`config.mk`:
```
export PLATFORM = sky130hd
export DESIGN_NAME = sct_ctrl_flat
export DESIGN_NICKNAME = d
export VERILOG_FILES = /design/src/common/sct_pkg.sv /design/src/common/sct_if.sv /design/src/verilog/sct_ctrl.sv /design/src/verilog/sct_fifo.sv /design/src/flat_wrapper.sv
export SDC_FILE = /design/constraint.sdc
export NUM_CORES = 1
export LEC_CHECK = 0
export BUFFER_PORTS_ARGS = -buffer_cell sky130_fd_sc_hd__buf_2
export CAP_MARGIN = 25
export CORE_ASPECT_RATIO = 1.1
export CORE_MARGIN = 4
export CORE_UTILIZATION = 46
export CTS_CLUSTER_DIAMETER = 60
export DETAILED_ROUTE_END_ITERATION = 7
export HOLD_SLACK_MARGIN = 0.12
export PLACE_DENSITY = 0.63
export SKIP_LAST_GASP = 1
export SLEW_MARGIN = 20
export SYNTH_ARGS = -nofsm -noshare
export SYNTH_HDL_FRONTEND = slang
export SYNTH_SLANG_ARGS = --single-unit
```
`constraint.sdc`:
```
create_clock -name core_clk_i -period 49.5 [get_ports core_clk_i]
set_clock_uncertainty 0.05 [all_clocks]
set_input_delay 12.375 -clock core_clk_i [delete_from_list [all_inputs] [get_ports core_clk_i]]
set_output_delay 12.375 -clock core_clk_i [all_outputs]
set_load 0.02 [all_outputs]
```
`src/common/sct_pkg.sv`:
```
// shared constants for the sdram command timing controller and memory ends
// Function
// RL1 - one clock from last write word to stop
// RL2 - column commands accepted one clock apart
// RL3 - new column command one clock after data
// RL4 - clock enable low suspends one clock later
// RL5 - clock enable high resumes one clock later
// RL6 - auto precharge write waits before activate
// RL7 - two clocks last write word to precharge
// RL8 - write mask blocks same-cycle data word
// RL9 - read mask floats outputs two clocks later
// RL10 - first write word sampled with command
// RL11 - two clocks after mode load before activate
// RL12 - precharge floats read data after latency
// RL13 - power-up pause then two refreshes
// RL14 - fastest grade never uses latency two
// RL15 - clock stays constant during accesses
// RL16 - clock toggles during self refresh exit
// RL17 - internal precharge after write recovery
// RL18 - mode load only idle, then settle
// RL19 - refresh with enable low self-refreshes
// RL20 - controller gaps are per-grade parameters; only WAG_CYC is one, the other gaps are fixed sct_pkg constants
package sct_pkg;
  // clock and raw times
  localparam int CLK_NS     = 25;
  localparam int PWRUP_NS   = 100000;
  localparam int REF_ROW_NS = 15625;   // 64 ms over 4096 rows
  localparam int RP_NS      = 20;
  localparam int RCD_NS     = 20;
  localparam int RFC_NS     = 66;
  // cycle counts: least times round up, interval rounds down
  localparam int PWRUP_CYC = (PWRUP_NS + CLK_NS - 1) / CLK_NS;
  localparam int REF_CYC   = REF_ROW_NS / CLK_NS;
  localparam int RP_CYC    = (RP_NS + CLK_NS - 1) / CLK_NS;
  localparam int RCD_CYC   = (RCD_NS + CLK_NS - 1) / CLK_NS;
  localparam int RFC_CYC   = (RFC_NS + CLK_NS - 1) / CLK_NS;
  // clock-defined gaps
  localparam int WSG_CYC = 1;
  localparam int CCS_CYC = 1;
  localparam int WCG_CYC = 1;
  localparam int WAG_CYC = 5;
  localparam int WPG_CYC = 2;
  localparam int MRF_CYC = 2;
  localparam int MLS_CYC = 2;
  localparam int CXD_CYC = 1;
  // defaults for read latency and burst length
  localparam int CL_DEF = 2;
  localparam int BL_DEF = 4;
  // command codes {cs_n, ras_n, cas_n, we_n}
  localparam logic [3:0] CMD_LMR = 4'h0;
  localparam logic [3:0] CMD_REF = 4'h1;
  localparam logic [3:0] CMD_PRE = 4'h2;
  localparam logic [3:0] CMD_ACT = 4'h3;
  localparam logic [3:0] CMD_WR  = 4'h4;
  localparam logic [3:0] CMD_RD  = 4'h5;
  localparam logic [3:0] CMD_BST = 4'h6;
  localparam logic [3:0] CMD_NOP = 4'h7;
  // mode word and address fields
  localparam int         MR_CL_LSB  = 4;
  localparam logic [2:0] MR_BL_CODE = 3'h2;
  localparam int         AP_BIT     = 10;
  localparam logic [11:0] MODE_RST  = 12'h022;
endpackage

```
`src/common/sct_if.sv`:
```
// command, address, mask and split data pins between controller and memory
`timescale 1ns/100ps
interface sct_if #(parameter int DW = 16);
  logic          cke;      // clock enable
  logic          cs_n;     // chip select
  logic          ras_n;    // row strobe
  logic          cas_n;    // column strobe
  logic          we_n;     // write enable
  logic [1:0]    ba;       // bank
  logic [11:0]   addr;     // row, column or op code
  logic          dqm;      // data mask
  logic [DW-1:0] dq_c;     // data from controller
  logic          dq_c_oe;  // controller drives data
  logic [DW-1:0] dq_m;     // data from memory
  logic          dq_m_oe;  // memory drives data
  modport ctrl (output cke, cs_n, ras_n, cas_n, we_n, ba, addr, dqm, dq_c, dq_c_oe,
                input dq_m, dq_m_oe);
  modport mem  (input cke, cs_n, ras_n, cas_n, we_n, ba, addr, dqm, dq_c, dq_c_oe,
                output dq_m, dq_m_oe);
endinterface

```
`src/verilog/sct_ctrl.sv`:
```
// controller end: init, refresh, power-down and burst sequencing
`timescale 1ns/100ps
module sct_ctrl #(
  parameter int DW      = 16,
  parameter int FIFO_D  = 32,
  parameter int CL      = sct_pkg::CL_DEF,   // RL14
  parameter int BL      = sct_pkg::BL_DEF,
  parameter int WAG_CYC = sct_pkg::WAG_CYC,  // 5 on the middle grade
  parameter int PWR_CYC = sct_pkg::PWRUP_CYC
) (
  // clock and reset
  input  wire logic          core_clk_i,
  input  wire logic          sys_rst_i,
  // request
  input  wire logic          req_valid_i,
  input  wire logic          req_write_i,
  input  wire logic [1:0]    req_bank_i,
  input  wire logic [11:0]   req_row_i,
  input  wire logic [7:0]    req_col_i,
  output logic               req_ready_o,
  // write data
  input  wire logic          wr_valid_i,
  input  wire logic [DW-1:0] wr_data_i,
  output logic               wr_ready_o,
  // read data
  output logic               rd_valid_o,
  output logic [DW-1:0]      rd_data_o,
  // power and status
  input  wire logic          sleep_i,
  output logic               init_done_o,
  // pins
  sct_if.ctrl                bus
);
  typedef enum logic [10:0] {
    S_WAIT = 11'h001, S_PREA = 11'h002, S_REF = 11'h004, S_LMR = 11'h008,
    S_IDLE = 11'h010, S_PDN  = 11'h020, S_RD  = 11'h040, S_PRE = 11'h080,
    S_WR   = 11'h100, S_WB   = 11'h200, S_NONE = 11'h400
  } sct_ctrl_state_t;
  typedef struct packed {
    sct_ctrl_state_t st;    // current state
    sct_ctrl_state_t after; // state after a wait
    logic [11:0]     wcnt;  // wait cycles left
    logic [9:0]      rcnt;  // refresh interval
    logic            pend;  // refresh owed
    logic [1:0]      nref;  // refreshes left in a group
    logic            init;  // init finished
    logic            wr;    // access is a write
    logic [7:0]      col;   // access column
    logic [3:0]      beat;  // write words left
    logic [3:0]      cmd;   // command pins
    logic            cke;   // clock enable pin
    logic [1:0]      ba;    // bank pins
    logic [11:0]     addr;  // address pins
    logic            dqm;   // mask pin
    logic [DW-1:0]   dq;    // data pins
    logic            dq_oe; // data drive
    logic            rdy;   // request ready
    logic            rdv;   // read word valid
    logic [DW-1:0]   rdd;   // read word
  } sct_ctrl_st_t;
  localparam logic [11:0] AP       = 12'(1 << sct_pkg::AP_BIT);
  localparam logic [11:0] MODE_WRD = 12'(CL << sct_pkg::MR_CL_LSB) | 12'(sct_pkg::MR_BL_CODE);
  sct_ctrl_st_t s_ff, nxt_s;
  logic                  pop;
  logic [DW-1:0]         fdata;
  logic [$clog2(FIFO_D):0] fcnt;
  logic                  take;
  logic                  hit;

  // gap of c edges from this command to the one issued in state a
  function automatic sct_ctrl_st_t go(sct_ctrl_st_t x, int c, sct_ctrl_state_t a);
    sct_ctrl_st_t y;
    y = x;
    if (c <= 1) begin
      y.st = a;
    end else begin
      y.st    = S_WAIT;
      y.wcnt  = 12'(c - 1);
      y.after = a;
    end
    return y;
  endfunction

  // write data buffer; its ready is the user's back-pressure
  sct_fifo #(.W(DW), .D(FIFO_D)) u_sct_fifo (
    .core_clk_i  (core_clk_i),
    .sys_rst_i   (sys_rst_i),
    .in_valid_i  (wr_valid_i),
    .in_data_i   (wr_data_i),
    .in_ready_o  (wr_ready_o),
    .out_valid_o (),
    .out_data_o  (fdata),
    .out_ready_i (pop),
    .count_o     (fcnt)
  );

  // pins straight from the state register
  assign {bus.cs_n, bus.ras_n, bus.cas_n, bus.we_n} = s_ff.cmd;
  assign bus.cke     = s_ff.cke;
  assign bus.ba      = s_ff.ba;
  assign bus.addr    = s_ff.addr;
  assign bus.dqm     = s_ff.dqm;
  assign bus.dq_c    = s_ff.dq;
  assign bus.dq_c_oe = s_ff.dq_oe;
  assign req_ready_o = s_ff.rdy;
  assign rd_valid_o  = s_ff.rdv;
  assign rd_data_o   = s_ff.rdd;
  assign init_done_o = s_ff.init;

  // a write is only taken once a whole burst sits in the buffer
  assign take = s_ff.rdy & req_valid_i & (~req_write_i | (32'(fcnt) >= BL));
  assign hit  = s_ff.rcnt == '0;

  // sequencer; each state's command lands in the register at that state's edge
  always_comb begin
    nxt_s       = s_ff;
    pop         = 1'b0;
    nxt_s.cmd   = sct_pkg::CMD_NOP;
    nxt_s.dq_oe = 1'b0;
    nxt_s.rdv   = bus.dq_m_oe;
    nxt_s.rdd   = bus.dq_m;
    nxt_s.rcnt  = hit ? 10'(sct_pkg::REF_CYC) : s_ff.rcnt - 10'h1;
    nxt_s.pend  = s_ff.pend | hit;
    case (s_ff.st)
      S_WAIT: begin
        if (s_ff.wcnt <= 12'h1) begin
          nxt_s.st = s_ff.after;
        end else begin
          nxt_s.wcnt = s_ff.wcnt - 12'h1;
        end
      end
      S_PREA: begin
        // power-up pause done: close all banks first
        nxt_s.cmd  = sct_pkg::CMD_PRE;
        nxt_s.addr = AP;
        nxt_s      = go(nxt_s, sct_pkg::RP_CYC, S_REF);
      end
      S_REF: begin
        nxt_s.cmd  = sct_pkg::CMD_REF; // RL19
        nxt_s.nref = s_ff.nref - 2'h1;
        if (s_ff.nref > 2'h1) begin
          nxt_s = go(nxt_s, sct_pkg::RFC_CYC, S_REF); // RL13
        end else begin
          nxt_s = go(nxt_s, sct_pkg::RFC_CYC, s_ff.init ? S_IDLE : S_LMR);
        end
      end
      S_LMR: begin
        // reached only with every bank closed
        nxt_s.cmd  = sct_pkg::CMD_LMR; // RL18
        nxt_s.addr = MODE_WRD;
        nxt_s.init = 1'b1;
        nxt_s      = go(nxt_s, sct_pkg::MLS_CYC, S_IDLE); // RL11
      end
      S_IDLE: begin
        if (take) begin
          nxt_s.cmd  = sct_pkg::CMD_ACT;
          nxt_s.ba   = req_bank_i;
          nxt_s.addr = req_row_i;
          nxt_s.wr   = req_write_i;
          nxt_s.col  = req_col_i;
          nxt_s      = go(nxt_s, sct_pkg::RCD_CYC, req_write_i ? S_WR : S_RD);
        end else if (s_ff.pend) begin
          nxt_s.pend = hit; // set wins over clear
          nxt_s.nref = 2'h1;
          nxt_s.st   = S_REF;
        end else if (sleep_i && !req_valid_i) begin
          nxt_s.cke = 1'b0; // RL4 RL15
          nxt_s.st  = S_PDN;
        end
      end
      S_PDN: begin
        // refresh owed also wakes the part
        if (!sleep_i || s_ff.pend) begin
          nxt_s.cke = 1'b1;
          nxt_s     = go(nxt_s, sct_pkg::CXD_CYC, S_IDLE); // RL5
        end
      end
      S_RD: begin
        nxt_s.cmd  = sct_pkg::CMD_RD;
        nxt_s.addr = {4'h0, s_ff.col};
        nxt_s      = go(nxt_s, BL, S_PRE);
      end
      S_PRE: begin
        nxt_s.cmd  = sct_pkg::CMD_PRE;
        nxt_s.addr = 12'h000;
        nxt_s      = go(nxt_s, sct_pkg::RP_CYC, S_IDLE);
      end
      S_WR: begin
        // first word with the command, auto precharge on
        nxt_s.cmd   = sct_pkg::CMD_WR; // RL10
        nxt_s.addr  = {4'h0, s_ff.col} | AP;
        nxt_s.dq    = fdata;
        nxt_s.dq_oe = 1'b1;
        pop         = 1'b1;
        nxt_s.beat  = 4'(BL - 1);
        nxt_s       = go(nxt_s, 1, (BL > 1) ? S_WB : S_NONE);
        if (BL <= 1) begin
          nxt_s = go(nxt_s, WAG_CYC, S_IDLE); // RL6
        end
      end
      S_WB: begin
        nxt_s.dq    = fdata;
        nxt_s.dq_oe = 1'b1;
        pop         = 1'b1;
        nxt_s.beat  = s_ff.beat - 4'h1;
        if (s_ff.beat <= 4'h1) begin
          // recovery plus precharge before the next activate
          nxt_s = go(nxt_s, WAG_CYC, S_IDLE); // RL1 RL3 RL6 RL7 RL17 RL20
        end
      end
      default: begin
        nxt_s.st = S_IDLE;
      end
    endcase
    nxt_s.rdy = (nxt_s.st == S_IDLE) & ~nxt_s.pend;
  end

  // state register; starts in the power-up pause with enable high
  always_ff @(posedge core_clk_i or posedge sys_rst_i) begin
    if (sys_rst_i) begin
      s_ff <= '{st: S_WAIT, after: S_PREA, wcnt: 12'(PWR_CYC), // RL13
                rcnt: 10'(sct_pkg::REF_CYC), pend: 1'b0, nref: 2'h2, init: 1'b0,
                wr: 1'b0, col: '0, beat: '0, cmd: sct_pkg::CMD_NOP, cke: 1'b1,
                ba: '0, addr: '0, dqm: 1'b0, dq: '0, dq_oe: 1'b0, rdy: 1'b0,
                rdv: 1'b0, rdd: '0};
    end else begin
      s_ff <= nxt_s;
    end
  end
endmodule

```
`src/verilog/sct_fifo.sv`:
```
// write data fifo with valid/ready on both sides
`timescale 1ns/100ps
module sct_fifo #(
  parameter int W = 16,
  parameter int D = 32
) (
  // clock and reset
  input  wire logic          core_clk_i,
  input  wire logic          sys_rst_i,
  // filling side
  input  wire logic          in_valid_i,
  input  wire logic [W-1:0]  in_data_i,
  output logic               in_ready_o,
  // draining side
  output logic               out_valid_o,
  output logic [W-1:0]       out_data_o,
  input  wire logic          out_ready_i,
  output logic [$clog2(D):0] count_o
);
  localparam int AW = $clog2(D);
  typedef struct packed {
    logic [D-1:0][W-1:0] mem;  // storage
    logic [AW-1:0]       wp;   // write index
    logic [AW-1:0]       rp;   // read index
    logic [AW:0]         cnt;  // words held
    logic                rdy;  // room left
  } sct_fifo_st_t;
  sct_fifo_st_t s_ff, nxt_s;
  logic push, pop;

  // handshakes on both sides
  assign push        = in_valid_i & s_ff.rdy;
  assign pop         = out_ready_i & (s_ff.cnt != '0);
  assign in_ready_o  = s_ff.rdy;
  assign out_valid_o = s_ff.cnt != '0;
  assign out_data_o  = s_ff.mem[s_ff.rp];
  assign count_o     = s_ff.cnt;

  // pointer and count update; ready registered so it needs no logic at the port
  always_comb begin
    nxt_s = s_ff;
    if (push) begin
      nxt_s.mem[s_ff.wp] = in_data_i;
      nxt_s.wp = AW'((32'(s_ff.wp) + 1) % D);
    end
    if (pop) begin
      nxt_s.rp = AW'((32'(s_ff.rp) + 1) % D);
    end
    nxt_s.cnt = (AW + 1)'(32'(s_ff.cnt) + 32'(push) - 32'(pop));
    nxt_s.rdy = 32'(nxt_s.cnt) != D;
  end

  // state register
  always_ff @(posedge core_clk_i or posedge sys_rst_i) begin
    if (sys_rst_i) begin
      s_ff <= '{mem: '0, wp: '0, rp: '0, cnt: '0, rdy: 1'b1};
    end else begin
      s_ff <= nxt_s;
    end
  end
endmodule

```
`src/flat_wrapper.sv`:
```
// flat-port wrapper written by rule: the top's interface ports become plain ports
module sct_ctrl_flat 
#(
  parameter int DW      = 16,
  parameter int FIFO_D  = 32,
  parameter int CL      = sct_pkg::CL_DEF,          
  parameter int BL      = sct_pkg::BL_DEF,
  parameter int WAG_CYC = sct_pkg::WAG_CYC,                          
  parameter int PWR_CYC = sct_pkg::PWRUP_CYC
)
  (core_clk_i, sys_rst_i, req_valid_i, req_write_i, req_bank_i, req_row_i, req_col_i, req_ready_o, wr_valid_i, wr_data_i, wr_ready_o, rd_valid_o, rd_data_o, sleep_i, init_done_o, bus_cke, bus_cs_n, bus_ras_n, bus_cas_n, bus_we_n, bus_ba, bus_addr, bus_dqm, bus_dq_c, bus_dq_c_oe, bus_dq_m, bus_dq_m_oe);
  sct_if #(.DW(DW)) bus_i ();
  input  wire logic core_clk_i;
  input  wire logic sys_rst_i;
  input  wire logic req_valid_i;
  input  wire logic req_write_i;
  input  wire logic [1:0] req_bank_i;
  input  wire logic [11:0] req_row_i;
  input  wire logic [7:0] req_col_i;
  output logic req_ready_o;
  input  wire logic wr_valid_i;
  input  wire logic [DW-1:0] wr_data_i;
  output logic wr_ready_o;
  output logic rd_valid_o;
  output logic [DW-1:0] rd_data_o;
  input  wire logic sleep_i;
  output logic init_done_o;
  output wire logic [$bits(bus_i.cke)-1:0] bus_cke;
  output wire logic [$bits(bus_i.cs_n)-1:0] bus_cs_n;
  output wire logic [$bits(bus_i.ras_n)-1:0] bus_ras_n;
  output wire logic [$bits(bus_i.cas_n)-1:0] bus_cas_n;
  output wire logic [$bits(bus_i.we_n)-1:0] bus_we_n;
  output wire logic [$bits(bus_i.ba)-1:0] bus_ba;
  output wire logic [$bits(bus_i.addr)-1:0] bus_addr;
  output wire logic [$bits(bus_i.dqm)-1:0] bus_dqm;
  output wire logic [$bits(bus_i.dq_c)-1:0] bus_dq_c;
  output wire logic [$bits(bus_i.dq_c_oe)-1:0] bus_dq_c_oe;
  input wire logic [$bits(bus_i.dq_m)-1:0] bus_dq_m;
  input wire logic [$bits(bus_i.dq_m_oe)-1:0] bus_dq_m_oe;
  assign bus_cke = bus_i.cke;
  assign bus_cs_n = bus_i.cs_n;
  assign bus_ras_n = bus_i.ras_n;
  assign bus_cas_n = bus_i.cas_n;
  assign bus_we_n = bus_i.we_n;
  assign bus_ba = bus_i.ba;
  assign bus_addr = bus_i.addr;
  assign bus_dqm = bus_i.dqm;
  assign bus_dq_c = bus_i.dq_c;
  assign bus_dq_c_oe = bus_i.dq_c_oe;
  assign bus_i.dq_m = bus_dq_m;
  assign bus_i.dq_m_oe = bus_dq_m_oe;
  sct_ctrl #(.DW(DW), .FIFO_D(FIFO_D), .CL(CL), .BL(BL), .WAG_CYC(WAG_CYC), .PWR_CYC(PWR_CYC)) u_core (.core_clk_i(core_clk_i), .sys_rst_i(sys_rst_i), .req_valid_i(req_valid_i), .req_write_i(req_write_i), .req_bank_i(req_bank_i), .req_row_i(req_row_i), .req_col_i(req_col_i), .req_ready_o(req_ready_o), .wr_valid_i(wr_valid_i), .wr_data_i(wr_data_i), .wr_ready_o(wr_ready_o), .rd_valid_o(rd_valid_o), .rd_data_o(rd_data_o), .sleep_i(sleep_i), .init_done_o(init_done_o), .bus(bus_i));
endmodule
```
==> results of run 1 <==
[cells by family (layout without fill, tap and decap cells)]
family | after synthesis | count (layout) | share of synthesized area (%)
fa+ha+maj | 22 | 22 | 0.981
buf+inv | 225 | 311 | 3.76
other cells | 1 | 3 | 0.0130
mux | 668 | 668 | 31.1
compound gates | 134 | 134 | 3.10
simple gates | 241 | 241 | 4.66
xor+xnor | 36 | 36 | 1.09
flops | 636 | 636 | 55.3
[worst paths after layout]
path / cells past startpoint / to / slack, ns
max: 7 / u_core.u_sct_fifo.s_ff[483] / 34.81
min: 1 / u_core.s_ff[72] / 0.42
max reg2reg: 14 / u_core.u_sct_fifo.in_ready_o / 45.54
min reg2reg: 1 / u_core.s_ff[72] / 0.42
max in group core_clk_i: 14 / u_core.u_sct_fifo.in_ready_o / 35.46
min in group asynchronous: 2 / u_core.rd_data_o[9] / 11.86
[sequential cells by signal, indices dropped and copies added (netlist names)]
name / count
u_core.req_ready_o: 1
u_core.u_sct_fifo.in_ready_o: 1
u_core.bus.addr: 12
u_core.init_done_o: 1
u_core.u_sct_fifo.s_ff: 522
u_core.bus.ba: 2
u_core.bus.we_n: 1
u_core.bus.cke: 1
u_core.bus.dq_c: 16
u_core.rd_valid_o: 1
u_core.s_ff: 53
u_core.rd_data_o: 16
u_core.bus.ras_n: 1
u_core.bus.cas_n: 1
u_core.u_sct_fifo.count_o: 6
u_core.bus.dq_c_oe: 1
[power by group through the flow]
| stage | Combinational (mW) | Clock [mW] | Sequential, mW |
|---|---|---|---|
| 2_1_floorplan | 0.490 | 0 | 0.817 |
| 3_3_place_gp | 0.555 | 0 | 0.842 |
| 3_5_place_dp | 0.573 | 0 | 0.860 |
| 4_1_cts | 0.575 | 0.556 | 0.851 |
| 5_1_grt | 0.620 | 0.577 | 0.877 |
| 6_report | 0.569 | 0.543 | 0.853 |
[per-stage QoR]
step	hold slack [ns]	total power, mW	setup slack [ns]	utilization (%)
6_report	0.421	1.96	34.81	51.9
5_1_grt	0.452	2.07	34.33	51.9
4_1_cts	0.425	1.98	34.09	51.7
3_5_place_dp	0.409	1.43	33.46	47.8
3_3_place_gp	0.403	1.40	33.70	47.8
2_1_floorplan	0.391	1.31	19.29	-
[worst max-delay path: stages]
cell	delay, ns
buf_2	0.13
inv_8	0.52
buf_4	0.46
buf_16	0.29
buf_4	0.72
buf_4	0.39
buf_16	0.31
[placed cells by master (no fill, tap or decap), types with 9 or more instances in the layout]
| cell type | count |
|---|---|
| nand2_1 | 64 |
| buf_4 | 31 |
| mux2_2 | 539 |
| o21ai_0 | 20 |
| clkbuf_1 | 14 |
| buf_2 | 115 |
| clkbuf_8 | 19 |
| clkbuf_16 | 76 |
| nand4_1 | 9 |
| o22ai_1 | 65 |
| inv_1 | 26 |
| mux4_2 | 128 |
| nor3_1 | 14 |
| xnor2_1 | 21 |
| clkinv_2 | 12 |
| dfstp_2 | 19 |
| ha_1 | 21 |
| nor2_1 | 49 |
| dfrtp_1 | 615 |
| xor2_1 | 15 |
| nor4_1 | 21 |
[routing by layer]
layer	vias to the layer above	global-route usage, %	wire length, um
li1	7246	-	-
met1	8955	28.1	29300
met2	394	34.6	34300
met3	118	3.93	3340
met4	0	6.81	2080
met5	-	0	0
[final cells by class]
cell class	count	area (um2)	share of cell area, %
Multi-Input combinational cell	1104	11800	36.6
Timing Repair Buffer	153	952	2.95
Tap cell	833	1040	3.22
Clock inverter	22	224	0.693
Sequential cell	636	15900	49.3
Clock buffer	109	2220	6.86
Inverter	27	109	0.337
==> impl_metrics.py, run 1 <==
metrics = {
    "timing": {
        "setup-tns-final_ns": 0,
        "rsz0062_at_grt": "no",
        "slew-limit-headroom_pct": 28.9,
        "fin_crit_sh_pct": 29.7,
        "final-setup-viol-count": 0,
        "hold_violations": 0,
        "timing.fmax_ghz": 0.0681,
        "tightestPinTransition_ns": 1.06,
        "fin_crit_ns": 14.69,
        "slew_viol_final": 0,
    },
    "finish": {
        "finalNonFillerCells": 2884,
        "syn2layout_area_growth_pct": 12.1,
        "fillers": 5252,
        "num_antenna_cells": 0,
        "design_area_mm2": 0.0323,
        "layout.nets": 2077,
        "layout-drive-gt1-share_pct": 48.0,
    },
    "yosys": {
        "synth_top_cell_area_share_pct": 53.6,
        "syn-cell-area_mm2": 0.0288,
        "syn_area_per_cell_um2": 14.7,
        "async_flop_share_pct": 100,
        "ys.flop_type": "dfrtp_1",
        "synth.yosys.seq_area_share_pct": 55.3,
        "synth_top_cell_by_area": "dfrtp_1",
        "synth_most_common_cell": "dfrtp_1",
        "syn_inst": 1963,
        "synth_edf_count": 0,
        "synth_area_leaders": "dfrtp_1, mux2_2, mux4_2, dfstp_2, o22ai_1",
        "ys_ff_latch": 636,
        "ys_top_cells_by_count": "dfrtp_1, mux2_2, mux4_2",
        "yosysWarnings": 0,
        "synthDistinctLibCells": 68,
    },
    "min_path": {
        "hold_path.startpoint": "u_core.s_ff[72]",
        "hold_class": "reg2reg",
    },
    "route": {
        "drc_errors": 0,
        "via_count": 16700,
        "detail-route-antenna-nets": 0,
        "routed_wl_um": 68900,
        "drt-initial-drc-count": 1061,
        "firstDrtPassIters": 5,
        "viasPerCell": 5.80,
        "post_drt_wl_per_cell_um": 23.9,
    },
    "global_routing": {
        "grt_pass1_wl_um": 108000,
        "grt_max_degree": 159,
        "overflow": 0,
        "grtUsageTotal_pct": 20.9,
        "grt_pass1_vias": 17800,
        "antenna_found_initial": 1,
    },
    "pwr": {
        "seq_power_share_pct": 43.4,
        "p_switching_uw": 569,
        "ir_drop_mv": 0.0319,
        "clockPowerShare_pct": 27.6,
        "cellLeakagePower_nw": 14.6,
        "internal_power_mw": 1.39,
        "power_frac_comb_pct": 29.0,
        "netSwitchingFraction_pct": 29.0,
        "power_density_mw_per_mm2": 60.8,
    },
    "floorplanning": {
        "die_h_um": 271,
        "fp.dieArea_mm2": 0.0667,
        "die_w_um": 247,
        "start_util_pct": 46.3,
        "core_mm2": 0.0622,
        "ios": 118,
        "fp-row-count": 96,
    },
    "worst_setup_path": {
        "worstPathRequired_ns": 50.20,
        "cp_data_arrival_time_ns": 15.40,
        "start_kind": "input port",
        "worstPathMaxFanout": 123,
        "cp-startpoint": "sys_rst_i",
        "crit_type": "in2async",
        "endpoint_kind": "asynchronous set/reset pin",
        "worstReg2RegStart": "u_core.s_ff[109]",
    },
    "clock_tree": {
        "cts_made_buffers": 72,
        "cts_setup_buffers": 0,
        "cts_resized": 0,
        "clkLatencyLatePin_ns": 0.60,
        "postCtsHoldBufs": 0,
        "cts_tree": "yes",
        "cts_buffer_depth": 3,
        "clock_sinks": 636,
        "htree_levels": 3,
        "clk_pin_slew_ns": 0.06,
        "root_buffer": "clkbuf_16",
    },
    "placement": {
        "placement.io_buffers": 115,
        "placed_cells": 2748,
        "place.gp.congestion": 0.831,
        "placedInstanceArea_mm2": 0.0298,
        "hpwlAfterDp_um": 42100,
    },
    "job": {
        "maxCapViolCount": 0,
    },
    "status": {
        "status": "finished clean",
    },
}
Note: power is estimated with default switching activity, not from simulation.
==> inputs of run 2 (changes only) <==
--- a/config.mk
+++ b/config.mk
@@ -13,7 +13,7 @@
 export CTS_CLUSTER_DIAMETER = 60
 export DETAILED_ROUTE_END_ITERATION = 7
 export HOLD_SLACK_MARGIN = 0.12
-export PLACE_DENSITY = 0.63
+export PLACE_DENSITY = 0.66
 export SKIP_LAST_GASP = 1
 export SLEW_MARGIN = 20
 export SYNTH_ARGS = -nofsm -noshare
==> constraint.sdc (replaced) <==
create_clock -name core_clk_i -period 13.1 [get_ports core_clk_i]
set_clock_uncertainty 0.05 [all_clocks]
set_input_delay 3.275 -clock core_clk_i [delete_from_list [all_inputs] [get_ports core_clk_i]]
set_output_delay 3.275 -clock core_clk_i [all_outputs]
set_load 0.02 [all_outputs]
==> run 2 against run 1 <==
Sequential power grew to 3.8 times the previous value. Critical path depth down 3. First-iteration DRC count shrank 15%.
==> impl_metrics.py, run 2 (synthesis gave the netlist of run 1 again) <==
metrics = {
    "status": {
        "status": "finished clean",
    },
    "timing": {
        "hold_violations": 0,
        "fin_crit_sh_pct": 38.6,
        "tightestPinTransition_ns": 1.13,
        "rsz0062_at_grt": "no",
        "slew-limit-headroom_pct": 24.5,
        "setup-tns-final_ns": 0,
        "slew_viol_final": 0,
        "final-setup-viol-count": 0,
        "fin_crit_ns": 5.06,
        "timing.fmax_ghz": 0.198,
    },
    "global_routing": {
        "grt_pass1_vias": 17900,
        "antenna_found_initial": 4,
        "grtUsageTotal_pct": 20.7,
        "overflow": 0,
        "grt_pass1_wl_um": 107000,
        "grt_max_degree": 190,
    },
    "floorplanning": {
        "fp.dieArea_mm2": 0.0667,
        "fp-row-count": 96,
        "die_w_um": 247,
        "die_h_um": 271,
        "core_mm2": 0.0622,
        "start_util_pct": 46.3,
        "ios": 118,
    },
    "clock_tree": {
        "postCtsHoldBufs": 0,
        "cts_tree": "yes",
        "root_buffer": "clkbuf_16",
        "clkLatencyLatePin_ns": 0.62,
        "cts_made_buffers": 71,
        "htree_levels": 3,
        "cts_resized": 0,
        "clk_pin_slew_ns": 0.06,
        "cts_setup_buffers": 0,
        "cts_buffer_depth": 3,
        "clock_sinks": 636,
    },
    "route": {
        "drt-initial-drc-count": 906,
        "viasPerCell": 5.77,
        "detail-route-antenna-nets": 0,
        "drc_errors": 0,
        "via_count": 16600,
        "firstDrtPassIters": 5,
        "post_drt_wl_per_cell_um": 23.7,
        "routed_wl_um": 68100,
    },
    "pwr": {
        "power_frac_comb_pct": 29.0,
        "clockPowerShare_pct": 27.0,
        "p_switching_mw": 2.15,
        "netSwitchingFraction_pct": 29.2,
        "internal_power_mw": 5.22,
        "ir_drop_mv": 0.151,
        "seq_power_share_pct": 44.0,
        "cellLeakagePower_nw": 14.5,
        "power_density_mw_per_mm2": 229,
    },
    "finish": {
        "final_common_cell": "dfrtp_1",
        "top_regs": "u_core.u_sct_fifo.s_ff (522), u_core.s_ff (53)",
        "final_cell_mix": "dfrtp_1, mux2_2, mux4_2",
        "top_register": "u_core.u_sct_fifo.s_ff",
        "design_area_mm2": 0.0322,
        "largest_reg_flops": 522,
        "layout.nets": 2068,
        "syn2layout_area_growth_pct": 11.6,
        "layout-drive-gt1-share_pct": 47.4,
    },
    "worst_setup_path": {
        "cp_data_arrival_time_ns": 5.42,
        "endpoint_kind": "asynchronous set/reset pin",
        "worstPathMaxFanout": 189,
        "worstPathRequired_ns": 13.46,
        "crit_type": "in2async",
        "worstReg2RegStart": "u_core.u_sct_fifo.s_ff[8]",
        "path_cells": "buf_2 > clkinvlp_4 > buf_12 > buf_12",
        "critPathTopFamily": "buffers and inverters",
        "crit_path_frequent_cell": "buf_12",
        "rrSetupSlack_ns": 8.94,
        "crit_buf_inv": 4,
        "start_kind": "input port",
        "critPathSlowestCell": "buf_12",
        "critPathMaxStageDelay_ns": 0.63,
        "cp-startpoint": "sys_rst_i",
    },
    "placement": {
        "placement.io_buffers": 115,
        "hpwlAfterDp_um": 41800,
        "place.gp.congestion": 0.827,
        "placedInstanceArea_mm2": 0.0297,
    },
    "min_path": {
        "hold_class": "reg2reg",
        "hold_path.startpoint": "u_core.bus.addr[10]",
    },
    "job": {
        "maxCapViolCount": 0,
    },
}
run 2: tightest hold or removal path, stage by stage, from the launching register on:
cell and delay (ns):
dfrtp_1 0.33, nand2_1 0.05, nand3_1 0.05
run 2: power by group through the flow:
stage          clock (mW)  combinational (mW)  sequential, mW
2_1_floorplan           0                1.85            3.09
3_3_place_gp            0                2.08            3.21
3_5_place_dp            0                2.15            3.27
4_1_cts              2.05                2.16            3.24
5_1_grt              2.13                2.32            3.34
6_report             1.99                2.14            3.25
run 2: final timing paths:
path                                                end  cells past startpoint
min in group asynchronous           u_core.rd_data_o[0]                      2
max                           u_core.u_sct_fifo.s_ff[8]                      4
max reg2reg                         u_core.bus.dq_c[15]                      6
min reg2reg                         u_core.bus.addr[10]                      2
min                                 u_core.bus.addr[10]                      2
max in group core_clk_i    u_core.u_sct_fifo.in_ready_o                     14
run 2: final cells by class:
class	instances	area, um2
fill	5221	30000
sequential	636	15900
multi-input combinational	1104	11800
clock buffer	106	2070
tap	833	1040
timing repair buffer	145	908
clock inverter	23	287
inverter	27	105
antenna	1	2.50
run 2: routing by layer:
layer  track usage (%)  part of all wire, %
met2              34.9                   50
met4              7.42                  3.1
met3              3.71                  4.2
met5                 0                0.031
met1              27.0                   42
run 2: per-stage QoR:
stage	setup WS, ns	power, mW	instances	util [%]	hold WS (ns)
floorplan	1.10	4.94	1965	-	0.391
global placement	7.44	5.29	2739	47.8	0.401
detailed placement	7.32	5.42	2741	47.8	0.411
CTS	7.98	7.44	2870	51.6	0.422
global route	7.76	7.80	2874	51.7	0.426
finish	8.04	7.38	2875	51.7	0.417
==> inputs of run 3 (changes only) <==
==> constraint.sdc (replaced) <==
create_clock -name core_clk_i -period 4.55 [get_ports core_clk_i]
set_clock_uncertainty 0.05 [all_clocks]
set_input_delay 1.1375 -clock core_clk_i [delete_from_list [all_inputs] [get_ports core_clk_i]]
set_output_delay 1.1375 -clock core_clk_i [all_outputs]
set_load 0.02 [all_outputs]
==> run 3 against run 2 <==
Critical path type is now reg2reg. Global-route usage increased by 0.35 points. First-iteration DRC count increased by 6.0%. Critical endpoint is now u_core.u_sct_fifo.in_ready_o. Largest cell class unchanged. Final area increased by 1.0%. Worst setup slack got worse by 7.0 ns. Worst hold slack improved by 0.0040 ns. Wire length increased by 1.9%. Core utilization increased by 0.54 points.
==> impl_metrics.py, run 3 (synthesis gave the netlist of run 1 again) <==
metrics = {
    "timing": {
        "setup-tns-final_ns": 0,
        "timing.fmax_ghz": 0.282,
        "rsz0062_at_grt": "no",
        "setup_slack_ns": 1.00,
        "slew-limit-headroom_pct": 27.0,
        "tightestPinTransition_ns": 1.09,
        "fin_crit_ns": 3.55,
        "fin_crit_sh_pct": 78.0,
        "slew_viol_final": 0,
        "hold_violations": 0,
        "final-setup-viol-count": 0,
    },
    "clock_tree": {
        "clkLatencyLatePin_ns": 0.61,
        "cts_buffer_depth": 3,
        "cts_tree": "yes",
        "clk_pin_slew_ns": 0.06,
        "postCtsHoldBufs": 0,
        "cts_made_buffers": 70,
        "clock_sinks": 636,
        "cts_setup_buffers": 0,
        "htree_levels": 3,
        "cts_resized": 0,
        "root_buffer": "clkbuf_16",
    },
    "floorplanning": {
        "ios": 118,
        "start_util_pct": 46.3,
        "die_h_um": 271,
        "die_w_um": 247,
        "core_mm2": 0.0622,
        "fp-row-count": 96,
        "fp.dieArea_mm2": 0.0667,
    },
    "worst_setup_path": {
        "endpoint_kind": "flop",
        "critPathMaxStageDelay_ns": 0.65,
        "crit_type": "reg2reg",
        "worstPathRequired_ns": 5.02,
        "crit_buf_inv": 1,
        "worstPathMaxFanout": 12,
        "critPathTopFamily": "simple AND/OR/NAND/NOR gates",
        "cp_data_arrival_time_ns": 4.02,
        "critPathSlowestCell": "nor4_2",
        "start_kind": "flop",
        "path_cells": "nor4_2 > nand2_2 > nor3_4 > a21boi_4 > ha_1 > inv_1 > ha_1 > a21o_1 > a21oi_1 > o21bai_1 > a21oi_1 > xor2_1 > nand4bb_1",
    },
    "global_routing": {
        "grt_pass1_wl_um": 108000,
        "grtUsageTotal_pct": 21.1,
        "grt_pass1_vias": 18000,
        "grt_max_degree": 96,
        "overflow": 0,
        "antenna_found_initial": 3,
    },
    "finish": {
        "largest_reg_flops": 522,
        "final_common_cell": "dfrtp_1",
        "num_antenna_cells": 0,
        "top_regs": "u_core.u_sct_fifo.s_ff (522), u_core.s_ff (53)",
        "layout.nets": 2086,
        "fin_util_pct": 52.3,
        "top_register": "u_core.u_sct_fifo.s_ff",
        "fillers": 5255,
        "layout-drive-gt1-share_pct": 48.4,
        "design_area_mm2": 0.0325,
        "final_cell_mix": "dfrtp_1, mux2_2, mux4_2",
        "syn2layout_area_growth_pct": 12.8,
    },
    "placement": {
        "place.gp.congestion": 0.828,
        "placement.io_buffers": 115,
        "placedInstanceArea_mm2": 0.0300,
        "hpwlAfterDp_um": 43300,
        "dp_slack_ns": 1.06,
    },
    "pwr": {
        "power_density_mw_per_mm2": 662,
        "cellLeakagePower_nw": 14.7,
        "ir_drop_mv": 0.468,
    },
    "route": {
        "firstDrtPassIters": 5,
        "post_drt_wl_per_cell_um": 24.1,
        "routed_wl_um": 69400,
        "drc_errors": 0,
        "viasPerCell": 5.79,
        "via_count": 16700,
        "detail-route-antenna-nets": 0,
        "drt-initial-drc-count": 960,
    },
    "job": {
        "maxCapViolCount": 0,
    },
    "min_path": {
        "hold_class": "reg2reg",
    },
    "status": {
        "status": "finished clean",
    },
}
-- run 3: layer usage --
layer / part of all wire [%] / up-vias / global-route usage (%)
met2: 50 / 383 / 35.4
met4: 2.7 / 4 / 6.14
met3: 5.3 / 110 / 4.89
met1: 42 / 8975 / 27.4
met5: 0.030 / - / 0
li1: - / 7245 / -
-- run 3: cell type report --
class	instances	area (um2)	share of cell area, %
Multi-Input combinational cell	1104	11800	36.3
Inverter	27	105	0.323
Timing Repair Buffer	164	1150	3.54
Clock inverter	31	470	1.45
Sequential cell	636	15900	49.0
Tap cell	833	1040	3.20
Clock buffer	90	1990	6.11
-- run 3: final timing paths --
path	startpoint	end	slack [ns]	cells past startpoint
max	u_core.s_ff[110]	u_core.u_sct_fifo.in_ready_o	1.00	13
min	u_core.s_ff[72]	u_core.s_ff[72]	0.42	1
max reg2reg	u_core.s_ff[110]	u_core.u_sct_fifo.in_ready_o	1.00	13
min reg2reg	u_core.s_ff[72]	u_core.s_ff[72]	0.42	1
max in group asynchronous	sys_rst_i	u_core.u_sct_fifo.s_ff[420]	2.79	3
min in group asynchronous	sys_rst_i	u_core.u_sct_fifo.s_ff[283]	0.68	2
-- run 3: where the power goes --
group          internal (mW)  switching (mW)
clock                   3.62            2.36
combinational           3.67            2.58
sequential              8.01            1.29
-- run 3: per-stage QoR --
step                      cells  power (mW)  hold slack [ns]
after global placement     2755        15.3            0.402
after CTS                  2879        21.7            0.426
final                      2885        21.5            0.421
after floorplan            1965        14.2            0.391
after global routing       2885        22.7            0.452
after detailed placement   2758        15.7            0.411
